**config.mk**
```make
export PLATFORM = sky130hd
export DESIGN_NAME = pmc_bank
export DESIGN_NICKNAME = d
export VERILOG_FILES = /design/src/pmc_pkg.sv /design/src/pmc_bank.sv /design/src/pmc_sync.sv
export VERILOG_INCLUDE_DIRS = /design/src
export SDC_FILE = /design/constraint.sdc
export NUM_CORES = 1
export LEC_CHECK = 0
export BUFFER_PORTS_ARGS = -buffer_cell sky130_fd_sc_hd__buf_2
export CAP_MARGIN = 5
export CORE_MARGIN = 3
export CORE_UTILIZATION = 40
export DETAILED_ROUTE_END_ITERATION = 16
export HOLD_SLACK_MARGIN = 0.03
export PLACE_DENSITY_LB_ADDON = 0.3
export SLEW_MARGIN = 30
export SYNTH_ARGS = -nofsm -noshare
export SYNTH_HDL_FRONTEND = slang
export SYNTH_SLANG_ARGS = --single-unit
```
**constraint.sdc**
```tcl
create_clock -name clk -period 1.6 [get_ports clk]
set_input_delay 0.08 -clock clk [delete_from_list [all_inputs] [get_ports clk]]
set_output_delay 0.08 -clock clk [all_outputs]
set_load 0.01 [all_outputs]
```
**src/pmc_cfg.svh**
```systemverilog
// Constants of the pad and block memory configuration bank.
// Assumes one 125 MHz clock and a configuration source that writes whole registers.
// Summary of operation
// - Second pull-up bit one enables that pad's second pull-up; default zero.
// - First pull-up bit one enables that pad's first pull-up; default one.
// - Driver type bit zero gives push-pull, one gives open-drain; default push-pull.
// - Strength bit zero gives single drive, one gives double drive; default single.
// - Each pad owns four bits: second pull-up, first pull-up, type, strength.
// - Register 9 bit 16 keeps the reset pad pull-up on, else follows input.
// - Register 9 bit 17 keeps the sleep pad pull-up on, else follows input.
// - Register 10 bits 0 and 1 power down memory groups 0-3 and 4-7.
// - Settings take effect only after the whole bank has been loaded.
`ifndef PMC_CFG_SVH
`define PMC_CFG_SVH

`define PMC_IDX_PAD_A        4'h8
`define PMC_IDX_PAD_B        4'h9
`define PMC_IDX_MEM_PWR      4'hA
`define PMC_IDX_SPARE_LO     4'hB
`define PMC_IDX_SPARE_HI     4'hE

`define PMC_PAD_COUNT        11
`define PMC_PAD_B_USED       12
`define PMC_FLD_PULLUP2      2'h0
`define PMC_FLD_PULLUP1      2'h1
`define PMC_FLD_OPEN_DRAIN   2'h2
`define PMC_FLD_DRIVE_2X     2'h3
`define PMC_BIT_RST_KEEP_ON  16
`define PMC_BIT_SLP_KEEP_ON  17
`define PMC_BIT_MEM_GRP0_PD  0
`define PMC_BIT_MEM_GRP1_PD  1

`define PMC_RST_PAD_A        32'h2222_2222
`define PMC_RST_PAD_B        32'h0000_0222
`define PMC_RST_MEM_PWR      32'h0000_0003
`define PMC_MASK_PAD_B       32'h0003_0FFF
`define PMC_MASK_MEM_PWR     32'h0000_0003

`endif

```
**src/pmc_pkg.sv**
```systemverilog
// Types shared by the configuration bank modules.
// Assumes pmc_cfg.svh is compiled alongside.
package pmc_pkg;

  typedef logic [3:0]  pmc_idx_t;
  typedef logic [31:0] pmc_word_t;

endpackage

```
**src/pmc_bank.sv**
```systemverilog
// Pad and block memory configuration bank, loaded by the configuration flow.
// Assumes the loader writes whole registers by index on clk and then raises
// cfg_load_done; pad levels arrive asynchronously.
`timescale 1ns/1ns
`include "pmc_cfg.svh"

module pmc_bank (
  input  wire logic               clk,
  input  wire logic               sys_rst,
  input  wire logic               cfg_wr_en,
  input  wire pmc_pkg::pmc_idx_t  cfg_wr_idx,
  input  wire pmc_pkg::pmc_word_t cfg_wr_data,
  input  wire logic               cfg_load_done,
  input  wire pmc_pkg::pmc_idx_t  cfg_rd_idx,
  output pmc_pkg::pmc_word_t      cfg_rd_data,
  output logic                    cfg_active,
  input  wire logic               power_reset_pad_n,
  input  wire logic               low_power_pad_n,
  output logic [10:0]             pad_pullup2_en,
  output logic [10:0]             pad_pullup1_en,
  output logic [10:0]             pad_open_drain,
  output logic [10:0]             pad_drive_2x,
  output logic                    power_reset_pullup_en,
  output logic                    low_power_pullup_en,
  output logic                    block_memory_grp0_pd,
  output logic                    block_memory_grp1_pd
);
  import pmc_pkg::*;

  typedef struct packed {
    pmc_word_t   pad_a;
    pmc_word_t   pad_b;
    pmc_word_t   mem_pwr;
    logic        active;
    pmc_word_t   rd_data;
    logic [10:0] pu2;
    logic [10:0] pu1;
    logic [10:0] od;
    logic [10:0] d2x;
    logic        rst_pu;
    logic        slp_pu;
    logic        grp0_pd;
    logic        grp1_pd;
  } pmc_bank_state_t;

  pmc_bank_state_t state_ff;
  pmc_bank_state_t nxt_state;
  logic            rst_pad_level;
  logic            slp_pad_level;
  pmc_word_t       eff_pad_a;
  pmc_word_t       eff_pad_b;
  pmc_word_t       eff_mem_pwr;
  logic [43:0]     pad_flat;

  ////////////////////////////////////////////////////////////////////////////
  // Pad level synchronisers for the automatic pull-up mode.
  pmc_sync u_rst_sync (
    .clk       (clk),
    .sys_rst   (sys_rst),
    .pad_in    (power_reset_pad_n),
    .pad_level (rst_pad_level)
  );

  pmc_sync u_slp_sync (
    .clk       (clk),
    .sys_rst   (sys_rst),
    .pad_in    (low_power_pad_n),
    .pad_level (slp_pad_level)
  );

  ////////////////////////////////////////////////////////////////////////////
  // Pulls one field out of every four-bit pad group.
  function automatic logic [10:0] pad_field(input logic [43:0] flat,
                                            input logic [1:0]  fld);
    logic [10:0] res;
    res = 11'h000;
    for (int p = 0; p < `PMC_PAD_COUNT; p++) begin
      res[p] = flat[4 * p + int'(fld)];
    end
    return res;
  endfunction

  ////////////////////////////////////////////////////////////////////////////
  // Until loading is complete the pads and memories see the default values,
  // so a half-written bank never reaches the pad ring.
  always_comb begin
    eff_pad_a   = state_ff.active ? state_ff.pad_a   : `PMC_RST_PAD_A;
    eff_pad_b   = state_ff.active ? state_ff.pad_b   : `PMC_RST_PAD_B;
    eff_mem_pwr = state_ff.active ? state_ff.mem_pwr : `PMC_RST_MEM_PWR;
    pad_flat    = {eff_pad_b[`PMC_PAD_B_USED-1:0], eff_pad_a};
  end

  always_comb begin
    nxt_state = state_ff;
    // Writes are accepted only while loading; afterwards the bank is locked
    // until the next reset, as a one-time load would be.
    if (cfg_wr_en && !state_ff.active) begin
      if (cfg_wr_idx == `PMC_IDX_PAD_A) begin
        nxt_state.pad_a = cfg_wr_data;
      end else if (cfg_wr_idx == `PMC_IDX_PAD_B) begin
        nxt_state.pad_b = cfg_wr_data & `PMC_MASK_PAD_B;
      end else if (cfg_wr_idx == `PMC_IDX_MEM_PWR) begin
        nxt_state.mem_pwr = cfg_wr_data & `PMC_MASK_MEM_PWR;
      end
    end
    if (cfg_load_done) begin
      nxt_state.active = 1'b1;
    end
    if (cfg_rd_idx == `PMC_IDX_PAD_A) begin
      nxt_state.rd_data = state_ff.pad_a;
    end else if (cfg_rd_idx == `PMC_IDX_PAD_B) begin
      nxt_state.rd_data = state_ff.pad_b;
    end else if (cfg_rd_idx == `PMC_IDX_MEM_PWR) begin
      nxt_state.rd_data = state_ff.mem_pwr;
    end else begin
      nxt_state.rd_data = 32'h0000_0000;
    end
    nxt_state.pu2     = pad_field(pad_flat, `PMC_FLD_PULLUP2);
    nxt_state.pu1     = pad_field(pad_flat, `PMC_FLD_PULLUP1);
    nxt_state.od      = pad_field(pad_flat, `PMC_FLD_OPEN_DRAIN);
    nxt_state.d2x     = pad_field(pad_flat, `PMC_FLD_DRIVE_2X);
    nxt_state.rst_pu  = eff_pad_b[`PMC_BIT_RST_KEEP_ON] | rst_pad_level;
    nxt_state.slp_pu  = eff_pad_b[`PMC_BIT_SLP_KEEP_ON] | slp_pad_level;
    nxt_state.grp0_pd = eff_mem_pwr[`PMC_BIT_MEM_GRP0_PD];
    nxt_state.grp1_pd = eff_mem_pwr[`PMC_BIT_MEM_GRP1_PD];
  end

  always_ff @(posedge clk) begin
    if (sys_rst) begin
      state_ff <= '{pad_a:   `PMC_RST_PAD_A,
                    pad_b:   `PMC_RST_PAD_B,
                    mem_pwr: `PMC_RST_MEM_PWR,
                    active:  1'b0,
                    rd_data: 32'h0000_0000,
                    pu2:     11'h000,
                    pu1:     11'h7FF,
                    od:      11'h000,
                    d2x:     11'h000,
                    rst_pu:  1'b1,
                    slp_pu:  1'b1,
                    grp0_pd: 1'b1,
                    grp1_pd: 1'b1};
    end else begin
      state_ff <= nxt_state;
    end
  end

  assign cfg_rd_data           = state_ff.rd_data;
  assign cfg_active            = state_ff.active;
  assign pad_pullup2_en        = state_ff.pu2;
  assign pad_pullup1_en        = state_ff.pu1;
  assign pad_open_drain        = state_ff.od;
  assign pad_drive_2x          = state_ff.d2x;
  assign power_reset_pullup_en = state_ff.rst_pu;
  assign low_power_pullup_en   = state_ff.slp_pu;
  assign block_memory_grp0_pd  = state_ff.grp0_pd;
  assign block_memory_grp1_pd  = state_ff.grp1_pd;

  ////////////////////////////////////////////////////////////////////////////
  // Checks.
  chk_pullup2_map: assert property (@(posedge clk) disable iff (sys_rst)
    !$past(sys_rst) |-> pad_pullup2_en[0] == $past(pad_flat[0]))
    else $error("Second pull-up of pad 0 does not follow its bit.");

  chk_pullup1_map: assert property (@(posedge clk) disable iff (sys_rst)
    !$past(sys_rst) |-> pad_pullup1_en[10] == $past(pad_flat[41]))
    else $error("First pull-up of pad 10 does not follow its bit.");

  chk_open_drain_map: assert property (@(posedge clk) disable iff (sys_rst)
    !$past(sys_rst) |-> pad_open_drain[8] == $past(state_ff.active ? state_ff.pad_b[2] : 1'b0))
    else $error("Driver type of pad 8 does not follow its bit.");

  chk_drive_map: assert property (@(posedge clk) disable iff (sys_rst)
    !$past(sys_rst) |-> pad_drive_2x[1] == $past(eff_pad_a[7]))
    else $error("Drive strength of pad 1 does not follow its bit.");

  chk_pad_b_order: assert property (@(posedge clk) disable iff (sys_rst)
    !$past(sys_rst) && $past(state_ff.active) |->
      {pad_drive_2x[9], pad_open_drain[9], pad_pullup1_en[9], pad_pullup2_en[9]}
        == $past(state_ff.pad_b[7:4]))
    else $error("Pad group in register 9 bits 4 to 7 is misordered.");

  chk_rst_keep_on: assert property (@(posedge clk) disable iff (sys_rst)
    state_ff.active && state_ff.pad_b[16] |=> power_reset_pullup_en)
    else $error("Reset pad pull-up not held on.");

  chk_slp_auto: assert property (@(posedge clk) disable iff (sys_rst)
    state_ff.active && !state_ff.pad_b[17] |=> low_power_pullup_en == $past(slp_pad_level))
    else $error("Sleep pad pull-up does not follow the pad.");

  chk_mem_pd: assert property (@(posedge clk) disable iff (sys_rst)
    !$past(sys_rst) |-> {block_memory_grp1_pd, block_memory_grp0_pd} == $past(eff_mem_pwr[1:0]))
    else $error("Block memory power down does not follow its bits.");

  chk_defaults_pre_load: assert property (@(posedge clk) disable iff (sys_rst)
    !state_ff.active |=> pad_pullup1_en == 11'h7FF && pad_pullup2_en == 11'h000
      && block_memory_grp0_pd && block_memory_grp1_pd)
    else $error("Settings took effect before loading completed.");

  ////////////////////////////////////////////////////////////////////////////
  // Every pad is checked field by field, so a slip in the nibble order shows
  // up on the pad where it happens and not only on the pads sampled above.
  for (genvar p = 0; p < `PMC_PAD_COUNT; p++) begin : g_pad_chk
    chk_pad_pullup2: assert property (@(posedge clk) disable iff (sys_rst)
      !$past(sys_rst) |-> pad_pullup2_en[p] == $past(pad_flat[4 * p]))
      else $error("Second pull-up of a pad does not follow its bit.");

    chk_pad_pullup1: assert property (@(posedge clk) disable iff (sys_rst)
      !$past(sys_rst) |-> pad_pullup1_en[p] == $past(pad_flat[4 * p + 1]))
      else $error("First pull-up of a pad does not follow its bit.");

    chk_pad_type: assert property (@(posedge clk) disable iff (sys_rst)
      !$past(sys_rst) |-> pad_open_drain[p] == $past(pad_flat[4 * p + 2]))
      else $error("Driver type of a pad does not follow its bit.");

    chk_pad_strength: assert property (@(posedge clk) disable iff (sys_rst)
      !$past(sys_rst) |-> pad_drive_2x[p] == $past(pad_flat[4 * p + 3]))
      else $error("Drive strength of a pad does not follow its bit.");
  end : g_pad_chk

  ////////////////////////////////////////////////////////////////////////////
  // The edge after reset must show the defaults, whatever an earlier load set.
  chk_reset_pullup2: assert property (@(posedge clk) disable iff (sys_rst)
    $past(sys_rst) |-> pad_pullup2_en == 11'h000)
    else $error("Second pull-ups not cleared by reset.");

  chk_reset_pullup1: assert property (@(posedge clk) disable iff (sys_rst)
    $past(sys_rst) |-> pad_pullup1_en == 11'h7FF)
    else $error("First pull-ups not set by reset.");

  chk_reset_type: assert property (@(posedge clk) disable iff (sys_rst)
    $past(sys_rst) |-> pad_open_drain == 11'h000)
    else $error("Pads not push-pull after reset.");

  chk_reset_strength: assert property (@(posedge clk) disable iff (sys_rst)
    $past(sys_rst) |-> pad_drive_2x == 11'h000)
    else $error("Pads not single strength after reset.");

  chk_reset_mem_pd: assert property (@(posedge clk) disable iff (sys_rst)
    $past(sys_rst) |-> block_memory_grp0_pd && block_memory_grp1_pd)
    else $error("Block memories not powered down after reset.");

  ////////////////////////////////////////////////////////////////////////////
  // Pad pull-up modes, the load handshake and the lock that follows it.
  chk_rst_auto: assert property (@(posedge clk) disable iff (sys_rst)
    !(state_ff.active && state_ff.pad_b[`PMC_BIT_RST_KEEP_ON]) |=>
      power_reset_pullup_en == $past(rst_pad_level))
    else $error("Reset pad pull-up does not follow the pad.");

  chk_slp_keep_on: assert property (@(posedge clk) disable iff (sys_rst)
    state_ff.active && state_ff.pad_b[`PMC_BIT_SLP_KEEP_ON] |=> low_power_pullup_en)
    else $error("Sleep pad pull-up not held on.");

  chk_active_sticky: assert property (@(posedge clk) disable iff (sys_rst)
    cfg_active |=> cfg_active)
    else $error("Load completion was lost before reset.");

  chk_load_takes: assert property (@(posedge clk) disable iff (sys_rst)
    cfg_load_done |=> cfg_active)
    else $error("Load completion was not taken.");

  chk_bank_locked: assert property (@(posedge clk) disable iff (sys_rst)
    state_ff.active |=> $stable(state_ff.pad_a) && $stable(state_ff.pad_b)
      && $stable(state_ff.mem_pwr))
    else $error("Bank changed after loading completed.");

  chk_write_pad_a: assert property (@(posedge clk) disable iff (sys_rst)
    cfg_wr_en && !state_ff.active && cfg_wr_idx == `PMC_IDX_PAD_A |=>
      state_ff.pad_a == $past(cfg_wr_data))
    else $error("First pad word was not stored.");

  ////////////////////////////////////////////////////////////////////////////
  // Readback and reserved bits; a reserved bit must never reach the bank.
  chk_read_pad_a: assert property (@(posedge clk) disable iff (sys_rst)
    cfg_rd_idx == `PMC_IDX_PAD_A |=> cfg_rd_data == $past(state_ff.pad_a))
    else $error("First pad word reads back wrong.");

  chk_read_pad_b: assert property (@(posedge clk) disable iff (sys_rst)
    cfg_rd_idx == `PMC_IDX_PAD_B |=> cfg_rd_data == $past(state_ff.pad_b))
    else $error("Second pad word reads back wrong.");

  chk_read_mem_pwr: assert property (@(posedge clk) disable iff (sys_rst)
    cfg_rd_idx == `PMC_IDX_MEM_PWR |=> cfg_rd_data == $past(state_ff.mem_pwr))
    else $error("Memory power word reads back wrong.");

  chk_read_spare: assert property (@(posedge clk) disable iff (sys_rst)
    cfg_rd_idx != `PMC_IDX_PAD_A && cfg_rd_idx != `PMC_IDX_PAD_B
      && cfg_rd_idx != `PMC_IDX_MEM_PWR |=> cfg_rd_data == 32'h0000_0000)
    else $error("Reserved register did not read as zero.");

  chk_write_pad_b: assert property (@(posedge clk) disable iff (sys_rst)
    cfg_wr_en && !state_ff.active && cfg_wr_idx == `PMC_IDX_PAD_B |=>
      state_ff.pad_b == ($past(cfg_wr_data) & `PMC_MASK_PAD_B))
    else $error("Reserved bits of the second pad word were kept.");

  chk_write_mem_pwr: assert property (@(posedge clk) disable iff (sys_rst)
    cfg_wr_en && !state_ff.active && cfg_wr_idx == `PMC_IDX_MEM_PWR |=>
      state_ff.mem_pwr == ($past(cfg_wr_data) & `PMC_MASK_MEM_PWR))
    else $error("Reserved bits of the memory power word were kept.");

  chk_pad_b_spare: assert property (@(posedge clk) disable iff (sys_rst)
    state_ff.pad_b[15:12] == 4'h0 && state_ff.pad_b[31:18] == 14'h0)
    else $error("Reserved bits of the second pad word are set.");

  chk_mem_spare: assert property (@(posedge clk) disable iff (sys_rst)
    state_ff.mem_pwr[31:2] == 30'h0)
    else $error("Reserved bits of the memory power word are set.");

endmodule // pmc_bank

```
**src/pmc_sync.sv**
```systemverilog
// Three-stage pad input synchroniser with agreement filter.
// Assumes the input is asynchronous to clk.
`timescale 1ns/1ns

module pmc_sync (
  input  wire logic clk,
  input  wire logic sys_rst,
  input  wire logic pad_in,
  output logic      pad_level
);

  typedef struct packed {
    logic s1;
    logic s2;
    logic s3;
    logic level;
  } pmc_sync_state_t;

  pmc_sync_state_t state_ff;
  pmc_sync_state_t nxt_state;

  ////////////////////////////////////////////////////////////////////////////
  // The first stage feeds only the second; a change counts once stages two
  // and three agree, which hides a single metastable sample.
  always_comb begin
    nxt_state    = state_ff;
    nxt_state.s1 = pad_in;
    nxt_state.s2 = state_ff.s1;
    nxt_state.s3 = state_ff.s2;
    if (state_ff.s2 == state_ff.s3) begin
      nxt_state.level = state_ff.s3;
    end
  end

  always_ff @(posedge clk) begin
    if (sys_rst) begin
      state_ff <= '{s1: 1'b1, s2: 1'b1, s3: 1'b1, level: 1'b1};
    end else begin
      state_ff <= nxt_state;
    end
  end

  assign pad_level = state_ff.level;

endmodule // pmc_sync

```
==> results of run 1 <==
==> path summary, 6_finish.rpt <==
check / from / to / slack (ns)
setup / recovery: cfg_active / state_ff[123] / 0.21
hold / removal: cfg_wr_idx[0] / state_ff[82] / 0.07
setup reg to reg: cfg_active / state_ff[123] / 0.21
hold reg to reg: u_slp_sync.nxt_state[2] / u_slp_sync.nxt_state[1] / 0.41
==> cell families after synthesis <==
group / count (synthesis)
multiplexers: 47
buffers and inverters: 99
AND/OR/NAND/NOR: 183
flip-flops: 137
AO/OA/AOI/OAI: 22
==> metal layers <==
metal	routed length (um)	part of all wire
met5	0	0
met4	236	0.023
met3	525	0.052
met2	4674	0.47
met1	4609	0.46
==> what timing repair did <==
item | CTS | global route
hold endpoints to repair | 51 | 0
hold buffers | 35 | 0
setup buffers | 0 | 0
setup endpoints to repair | 0 | 1
gates resized for setup | 0 | 1
==> placed cells by master (no fill, tap or decap), types with 2 or more instances in the layout <==
master / instances
a211o_1: 2
a21oi_1: 5
a22o_1: 5
a22o_2: 2
a22oi_1: 5
and2_1: 52
buf_12: 4
buf_2: 126
buf_4: 6
bufinv_16: 6
clkbuf_1: 2
clkbuf_16: 17
clkinv_2: 3
dfxtp_1: 137
dlygate4sd3_1: 35
mux2i_1: 47
nand2b_1: 73
nor2_1: 33
nor2b_1: 3
nor3_1: 2
nor3_4: 2
o21bai_1: 2
or2_2: 6
==> area by class of cell <==
class | instances | area [um2]
multi-input cells | 252 | 1768
flip-flops and latches | 137 | 2743
clock buffers | 20 | 446.7
repair buffers | 171 | 1106
fillers | 1143 | 5814
clock inverters | 12 | 220.2
well taps | 168 | 210.2
inverters | 1 | 3.754
==> stage by stage <==
stage          cell area (um2)  hold WS, ns
6_report                  6497      0.07368
5_1_grt                   6497      0.08609
4_1_cts                   6492      0.05155
3_5_place_dp              5475       0.2661
3_3_place_gp              5475       0.2650
2_1_floorplan             5181       0.1838
==> registers in the layout, indices dropped and copies added (netlist names) <==
signal / flops
block_memory_grp0_pd: 1
block_memory_grp1_pd: 1
cfg_active: 1
cfg_rd_data: 32
low_power_pullup_en: 1
pad_drive_2x: 11
pad_open_drain: 11
pad_pullup1_en: 11
pad_pullup2_en: 11
power_reset_pullup_en: 1
state_ff: 48
u_rst_sync.nxt_state: 2
u_rst_sync.pad_level: 1
u_rst_sync.state_ff: 1
u_slp_sync.nxt_state: 2
u_slp_sync.pad_level: 1
u_slp_sync.state_ff: 1
==> worst max-delay path, delay by kind of cell (launching register included) <==
family | cells | cell delay [ns]
DFF | 1 | 0.34
buffers and inverters | 1 | 0.18
and+or+nand+nor | 2 | 0.60
muxes | 1 | 0.20
==> power by group through the flow <==
stage	registers (W)	logic [W]	clock network (W)
floorplan	0.00353	0.000159	0
global placement	0.00353	0.000273	0
detailed placement	0.00353	0.000277	0
CTS	0.00346	0.000344	0.00445
global route	0.00346	0.000376	0.00462
finish	0.00346	0.000339	0.00436
==> summary.md, run 1 <==
| Metric | Value |
|---|---|
| Simple-gate share of the synthesized area | 0.2142 |
| Clock H-tree levels | 4 |
| Die width | 119.8 um |
| DRT Wirelength | 10050 um |
| Antenna Violating Nets Remaining | 0 |
| RSZ-0062 raised after global routing | false |
| Setup tns final | 0 ns |
| Clock-pin slew on the worst setup and hold paths | about 0.060 ns |
| Clock latency on the worst-skew pair | around 0.4 ns |
| Status | finished, final reports clean |
| Row count | 40 |
| Mux share of post-synthesis cell area | 0.09080 |
| CTS Sinks | around 140 |
| Setup crit end kind | flip-flop |
| Final worst setup slack | between 0.2 and 0.25 ns |
| Area share of fa/ha/maj cells after synthesis | 0 |
| Largest net degree at the start of global routing | approximately 100 |
| Final Max Tran Viols | 0 |
| Pleak | approximately 2.8 nW |
| Relative slew slack | 0.6960 |
| CP max stage delay | about 0.34 ns |
| Worst Path Required | 1.93 ns |
| Number of antenna violations at the first check in global routing | 0 |
| Die H | roughly 120 um |
| Seq/Total Area, Yosys | 0.5293 |
| Final Skew | 0.008171 ns |
| Post-Place Worst Slack | 0.08417 ns |
| YS warnings | 0 |
| Avg Synthesized Cell Area | 10.62 um2 |
| Initial DRC Count | between 100 and 150 |
| Sw frac | 0.1917 |
| Syn_nets | around 530 |
| Slowest-stage cell, CP | dfxtp_1 |
| Crit path max fanout | 8 |
| Layout cell share with drive strength beyond 1 | 0.3086 |
| Synth cell count leaders | 137 x dfxtp_1, 78 x buf_4, 73 x nand2b_1, 52 x and2_1, 47 x mux2i_1 |
| R2r worst-path depth | 4 |
| Tightest Pin Transition | 0.4550 ns |
| Placed cell count | approximately 690 |
| Cell Pwr Density | roughly 1300 nW/um2 |
| Met1 GRT Util | 0.1863 |
| Met3 Track Usage GR | 0.04053 |
| Pwr Total | around 0.0082 W |
| Final Cycle Share | 0.8713 |
| Synth cell types | 33 |
| Global route hottest layer | met2 |
| WL per Instance | roughly 13 um |
| Starting Density | 0.4208 |
| Top Ports | approximately 130 |
| Clock network power share | 0.534 |
| Layout Cells excl Fill | around 760 |
| Post-synthesis register bit count | around 140 |
| DRC viols | 0 |
| Gpl congestion | 0.7490 |
| Peak supply drop | 0.6728 mV |
| Final net count | around 630 |
| GRT Overall Usage | 0.1488 |
| Vias in the first global route | around 3.3k |
| Yosys top cell area share | 0.5293 |
| # setup viols final | 0 |
| Total global routing overflow | 0 |
| Async SR Flop Fraction | 0 |
| Post-synth EDFFs | 0 |
| Finished Core Util | 0.5277 |
| Number of stages on the worst hold path | 3 |
| Setup CP Type | flip-flop to flip-flop |
| DR vias | approximately 3.3k |
| Comb power frac | 0.042 |
| Root Driver | clkbuf_16 |
| Synth area leaders | dfxtp_1 53%, buf_4 11%, mux2i_1 9.1% |
| Hold Path Class | input pin to flip-flop |
| Switching power | roughly 0.0016 W |
| Max-cap violations | 0 |
| Met2 Use GR | 0.2362 |
| Cell count after synthesis | about 490 |
| Post-synth top flop | dfxtp_1 |
| Antenna cells | 0 |
| Pint | approximately 0.0066 W |
| First-pass GRT wire length | ~17000 um |
| Synth area leader | dfxtp_1 |
| Critical path cell sequence | and4bb_2, and2_1, buf_12, mux2i_1 |
| Cts bufs inserted | 17 |
| Initial DRT Pass Iterations | 4 |
| Post-Syn Area | between 5000 and 6000 um2 |
| Core Region | roughly 12000 um2 |
| Fmax | 0.7174 GHz |
| Via density | 4.314 |
| Max Root-Sink Buffers | 2 |
| Die footprint | 14350 um2 |
| Top-count cell post-synth | dfxtp_1 |
| Sequential share of power | 0.424 |
| Largest family of logic cells by synthesized area | simple AND/OR/NAND/NOR gates |
| Tmin final | between 1 and 1.5 ns |
| Synth Area in Compound Gates | 0.03260 |
| Post-synthesis xor/xnor area fraction | 0 |
| Crit path DAT | 1.73 ns |
| HPWL after DPL | 6580 um |
| Area delta synth->final | 25.40% |
| Worst Setup Start Kind | flip-flop |
| # port buffers | between 100 and 150 |
| CTS tree | yes |
| Final hold vios | 0 |
Power figures use the tool's default switching activity.
==> run 2, diff against run 1 <==
PLACE_DENSITY_LB_ADDON = default   (was 0.3)
==> run 2 against run 1 <==
Net effect: die area stayed put; non-clock buffer count is 2 higher; register-to-register slack hardly changed; count of clock-buffer cells in the layout stayed put; setup slack worse by 0.0061 ns; critical endpoint is now state_ff[152].
==> summary.md, run 2 (same netlist as run 1, synthesis figures left out) <==
| Metric | Value |
|---|---|
| Status | finished, final reports clean |
| Fmax | a little over 0.7 GHz |
| Final Cycle Share | 0.8751 |
| Peak supply drop | roughly 0.58 mV |
| Area delta synth->final | 25.26% |
| # Post-CTS Setup Buffers | 0 |
| Setup CP Type | flip-flop to flip-flop |
| Final Max Tran Viols | 0 |
| DRT Wirelength | 10160 um |
| # port buffers | roughly 130 |
| Most common cell after layout, fill and taps aside | dfxtp_1 |
| Placed cell areas | about 5500 um2 |
| Crit path max fanout | 10 |
| Antenna Violating Nets Remaining | 0 |
| Die footprint | 14350 um2 |
| Final hold vios | 0 |
| Worst Setup Start Kind | flip-flop |
| Gpl congestion | ~0.78 |
| Clock latency on the worst-skew pair | 0.41 ns |
| GRT Overall Usage | 0.1523 |
| Crit path DAT | roughly 1.7 ns |
| Pwr Total | 0.008065 W |
| Clock H-tree levels | 4 |
| Hold bufs inserted after CTS | 35 |
| Tmin final | between 1 and 1.5 ns |
| Layout cell share with drive strength beyond 1 | 0.3126 |
| Setup tns final | 0 ns |
| Vias in the first global route | 3316 |
| CTS tree | yes |
| Commonest cells after routing, fill and taps aside | 137 x dfxtp_1, 126 x buf_2, 73 x nand2b_1, 52 x and2_1, 47 x mux2i_1 |
| Largest net degree at the start of global routing | slightly below 100 |
| Via density | about 4.3 |
| Max reg flops | 48 |
| Clock-pin slew on the worst setup and hold paths | roughly 0.060 ns |
| Core Region | between 10000 and 15000 um2 |
| Final non-filler cell area | ~6500 um2 |
| Initial DRC Count | around 130 |
| Max Root-Sink Buffers | 2 |
| Worst Path Required | around 1.9 ns |
| # setup viols final | 0 |
| Antenna cells | 0 |
| Row count | 40 |
| Cell Pwr Density | between 1000 and 1500 nW/um2 |
| Die width | approximately 120 um |
| RSZ-0062 raised after global routing | false |
| Number of antenna violations at the first check in global routing | 0 |
| First-pass GRT wire length | approximately 17000 um |
| Final net count | around 630 |
| Tightest Pin Transition | 0.4623 ns |
| Starting Density | 0.4208 |
| Total global routing overflow | 0 |
| Initial DRT Pass Iterations | 4 |
| HPWL after DPL | about 6700 um |
| Post-cts repair resize count | 0 |
| DRC viols | 0 |
| Hold Path Class | input pin to flip-flop |
| Largest Register | state_ff |
| Root Driver | clkbuf_16 |
| Setup crit end kind | flip-flop |
| CTS Sinks | around 140 |
| Relative slew slack | 0.6911 |
| Top Ports | about 130 |
| Max-cap violations | 0 |
| Final Skew | approximately 0.010 ns |
| Die H | roughly 120 um |
| DR vias | approximately 3.3k |
| Pleak | between 2 and 3 nW |
| Cts bufs inserted | 17 |
| WL per Instance | 13.32 um |
## run 2: changes by cell type in the layout (fill, tap and decap cells not counted)
| cell | delta |
|---|---|
| clkinvlp_4 | +3 |
| inv_6 | -1 |
| or3_4 | -1 |
| buf_12 | -1 |
| clkbuf_8 | +2 |
| or3_1 | +1 |
| clkbuf_1 | -2 |
| buf_4 | +3 |
| bufinv_16 | -1 |
| clkinv_4 | -1 |
## run 2: path summary, 6_finish.rpt
path / cells past startpoint / startpoint / endpoint / slack, ns
setup / recovery: 4 / cfg_active / state_ff[152] / 0.20
hold / removal: 3 / cfg_wr_idx[0] / state_ff[82] / 0.08
hold reg to reg: 1 / u_slp_sync.nxt_state[2] / u_slp_sync.nxt_state[1] / 0.41
setup reg to reg: 4 / cfg_active / state_ff[152] / 0.20
## run 2: power by group
group / total [W] / switching, W / internal (W)
Clock: 0.00427 / 0.00139 / 0.00288
Combinational: 0.000344 / 0.000157 / 0.000187
Sequential: 0.00346 / 0.0000141 / 0.00344
## run 2: per-stage QoR
stage | hold slack (ns) | worst slack (ns) | utilization | instances
final | 0.07653 | 0.1999 | 0.5271 | 763
after CTS | 0.06072 | 0.1853 | 0.5271 | 763
after detailed placement | 0.2636 | 0.2004 | 0.4449 | 696
after global routing | 0.06998 | 0.08868 | 0.5271 | 763
after floorplan | 0.1838 | 0.2448 | - | 488
after global placement | 0.2627 | 0.2184 | 0.4449 | 696
## run 2: layout make-up
class	instances	area, um2
multi-input combinational	252	1763
clock buffer	20	466.7
inverter	1	3.754
clock inverter	12	195.2
sequential	137	2743
timing repair buffer	173	1109
fill	1118	5822
tap	168	210.2
## run 2: routing by layer
layer / global-route usage / part of all wire / vias up
met2: 0.2514 / 0.49 / 101
li1: - / - / 1677
met5: 0 / 0 / -
met4: 0.06800 / 0.017 / 0
met3: 0.05608 / 0.053 / 15
met1: 0.1767 / 0.44 / 1523
## run 2: worst max-delay path, stage by stage (launching register included)
cell and delay (ns):
dfxtp_1 0.32, nand4bb_1 0.27, or3_1 0.36, buf_4 0.21
mux2i_1 0.13
==> run 3, diff against run 2 <==
==> constraint.sdc (replaced) <==
create_clock -name clk -period 1.6 [get_ports clk]
set_input_delay 0.16 -clock clk [delete_from_list [all_inputs] [get_ports clk]]
set_output_delay 0.16 -clock clk [all_outputs]
set_load 0.01 [all_outputs]
==> run 3 against run 2 <==
Net effect: clock power is 7.3% lower; clock skew is 0.0056 ns lower; critical path type unchanged; sequential power about the same; critical endpoint unchanged; highest routed layer is now met5.
==> summary.md, run 3 (same netlist as run 1, synthesis figures left out) <==
| Metric | Value |
|---|---|
| Tmin final | 1.395 ns |
| Gpl congestion | roughly 0.8 |
| DRC viols | 0 |
| Vias in the first global route | 3287 |
| HPWL after DPL | around 6900 um |
| WL per Instance | approximately 13 um |
| Setup tns final | 0 ns |
| Root Driver | clkbuf_16 |
| Final non-filler cell area | around 6400 um2 |
| Die width | 119.8 um |
| Antenna Violating Nets Remaining | 0 |
| DR vias | about 3.3k |
| Post-Place Worst Slack | ~0.13 ns |
| Clock latency on the worst-skew pair | around 0.41 ns |
| Worst Path Required | roughly 1.9 ns |
| Relative slew slack | 0.6635 |
| # port buffers | about 130 |
| Largest net degree at the start of global routing | just under 100 |
| CTS Sinks | ~140 |
| Row count | 40 |
| Peak supply drop | between 0.6 and 0.7 mV |
| Max reg flops | 48 |
| Final worst setup slack | 0.2054 ns |
| Post-cts repair resize count | 0 |
| Area delta synth->final | 23.57% |
| RSZ-0062 raised after global routing | false |
| # setup viols final | 0 |
| R2r worst-path depth | 4 |
| Most common cell after layout, fill and taps aside | dfxtp_1 |
| Final Max Tran Viols | 0 |
| Hold bufs inserted after CTS | 31 |
| Pleak | ~2.8 nW |
| Largest Register | state_ff |
| GRT Overall Usage | 0.1515 |
| Cts bufs inserted | 17 |
| Initial DRT Pass Iterations | 4 |
| Final hold vios | 0 |
| Top Ports | 127 |
| Max-cap violations | 0 |
| Setup crit end kind | flip-flop |
| Final hold slack | ~0.055 ns |
| Final Cycle Share | 0.8716 |
| Status | finished, final reports clean |
| # Post-CTS Setup Buffers | 0 |
| Clock H-tree levels | 4 |
| Crit path max fanout | 10 |
| Setup CP Type | flip-flop to flip-flop |
| Core Region | approximately 12000 um2 |
| Placed cell areas | around 5500 um2 |
| Via density | 4.296 |
| Hold Path Class | input pin to flip-flop |
| Antenna cells | 0 |
| Cell Pwr Density | approximately 1200 nW/um2 |
| Finished Core Util | 0.5200 |
| Final net count | around 620 |
| CTS tree | yes |
| DRT Wirelength | 10180 um |
| Die footprint | 14350 um2 |
| Total global routing overflow | 0 |
| Die H | approximately 120 um |
| Final Skew | between 0.004 and 0.005 ns |
| Number of antenna violations at the first check in global routing | 1 |
| First-pass GRT wire length | 16750 um |
| Tightest Pin Transition | 0.5036 ns |
| Clock-pin slew on the worst setup and hold paths | roughly 0.06 ns |
| Crit path DAT | 1.68 ns |
| Commonest cells after routing, fill and taps aside | 137 x dfxtp_1, 126 x buf_2, 73 x nand2b_1, 52 x and2_1, 47 x mux2i_1 |
| Layout cell share with drive strength beyond 1 | 0.3130 |
| Initial DRC Count | 157 |
| Number of stages on the worst hold path | 3 |
| Fmax | 0.7171 GHz |
| Worst Setup Start Kind | flip-flop |
| Max Root-Sink Buffers | 2 |
| Starting Density | 0.4208 |
-- run 3: changes by cell type in the layout (fill, tap and decap cells not counted), sizes merged --
cell	delta
dlygate4sd3	-4
bufinv	-2
clkbuf	+1
inv	+1
-- run 3: per-stage QoR --
step | cells | total power (W)
6_report | 759 | 0.007748
4_1_cts | 759 | 0.007851
2_1_floorplan | 488 | 0.003686
3_5_place_dp | 696 | 0.003804
5_1_grt | 759 | 0.008058
3_3_place_gp | 696 | 0.003802
-- run 3: layout make-up --
class | instances | area, um2
multi-input combinational | 252 | 1763
clock inverter | 11 | 143.9
timing repair buffer | 169 | 1069
inverter | 1 | 3.754
tap | 168 | 210.2
clock buffer | 21 | 470.5
fill | 1136 | 5909
sequential | 137 | 2743
-- run 3: final timing paths --
path,slack [ns],to,startpoint
min reg2reg,0.41,u_rst_sync.nxt_state[1],u_rst_sync.nxt_state[2]
max,0.21,state_ff[152],cfg_active
min,0.06,state_ff[161],cfg_wr_data[16]
max reg2reg,0.21,state_ff[152],cfg_active
-- run 3: where the power goes --
part	total, W	internal, W	switching (W)
clock network	0.00396	0.00257	0.00139
registers	0.00346	0.00344	0.0000143
logic	0.000331	0.000180	0.000151
-- run 3: critical path: stages, from the launching register on --
cell       delay (ns)
dfxtp_1          0.32
nand4bb_1        0.26
or3_1            0.35
buf_4            0.21
mux2i_1          0.14
-- run 3: routing by layer --
metal	vias to the layer above	part of all wire	global-route usage
met1	1470	0.44	0.1808
met5	-	0.0013	0
met3	22	0.059	0.04948
li1	1669	-	-
met4	2	0.023	0.06872
met2	98	0.48	0.2482
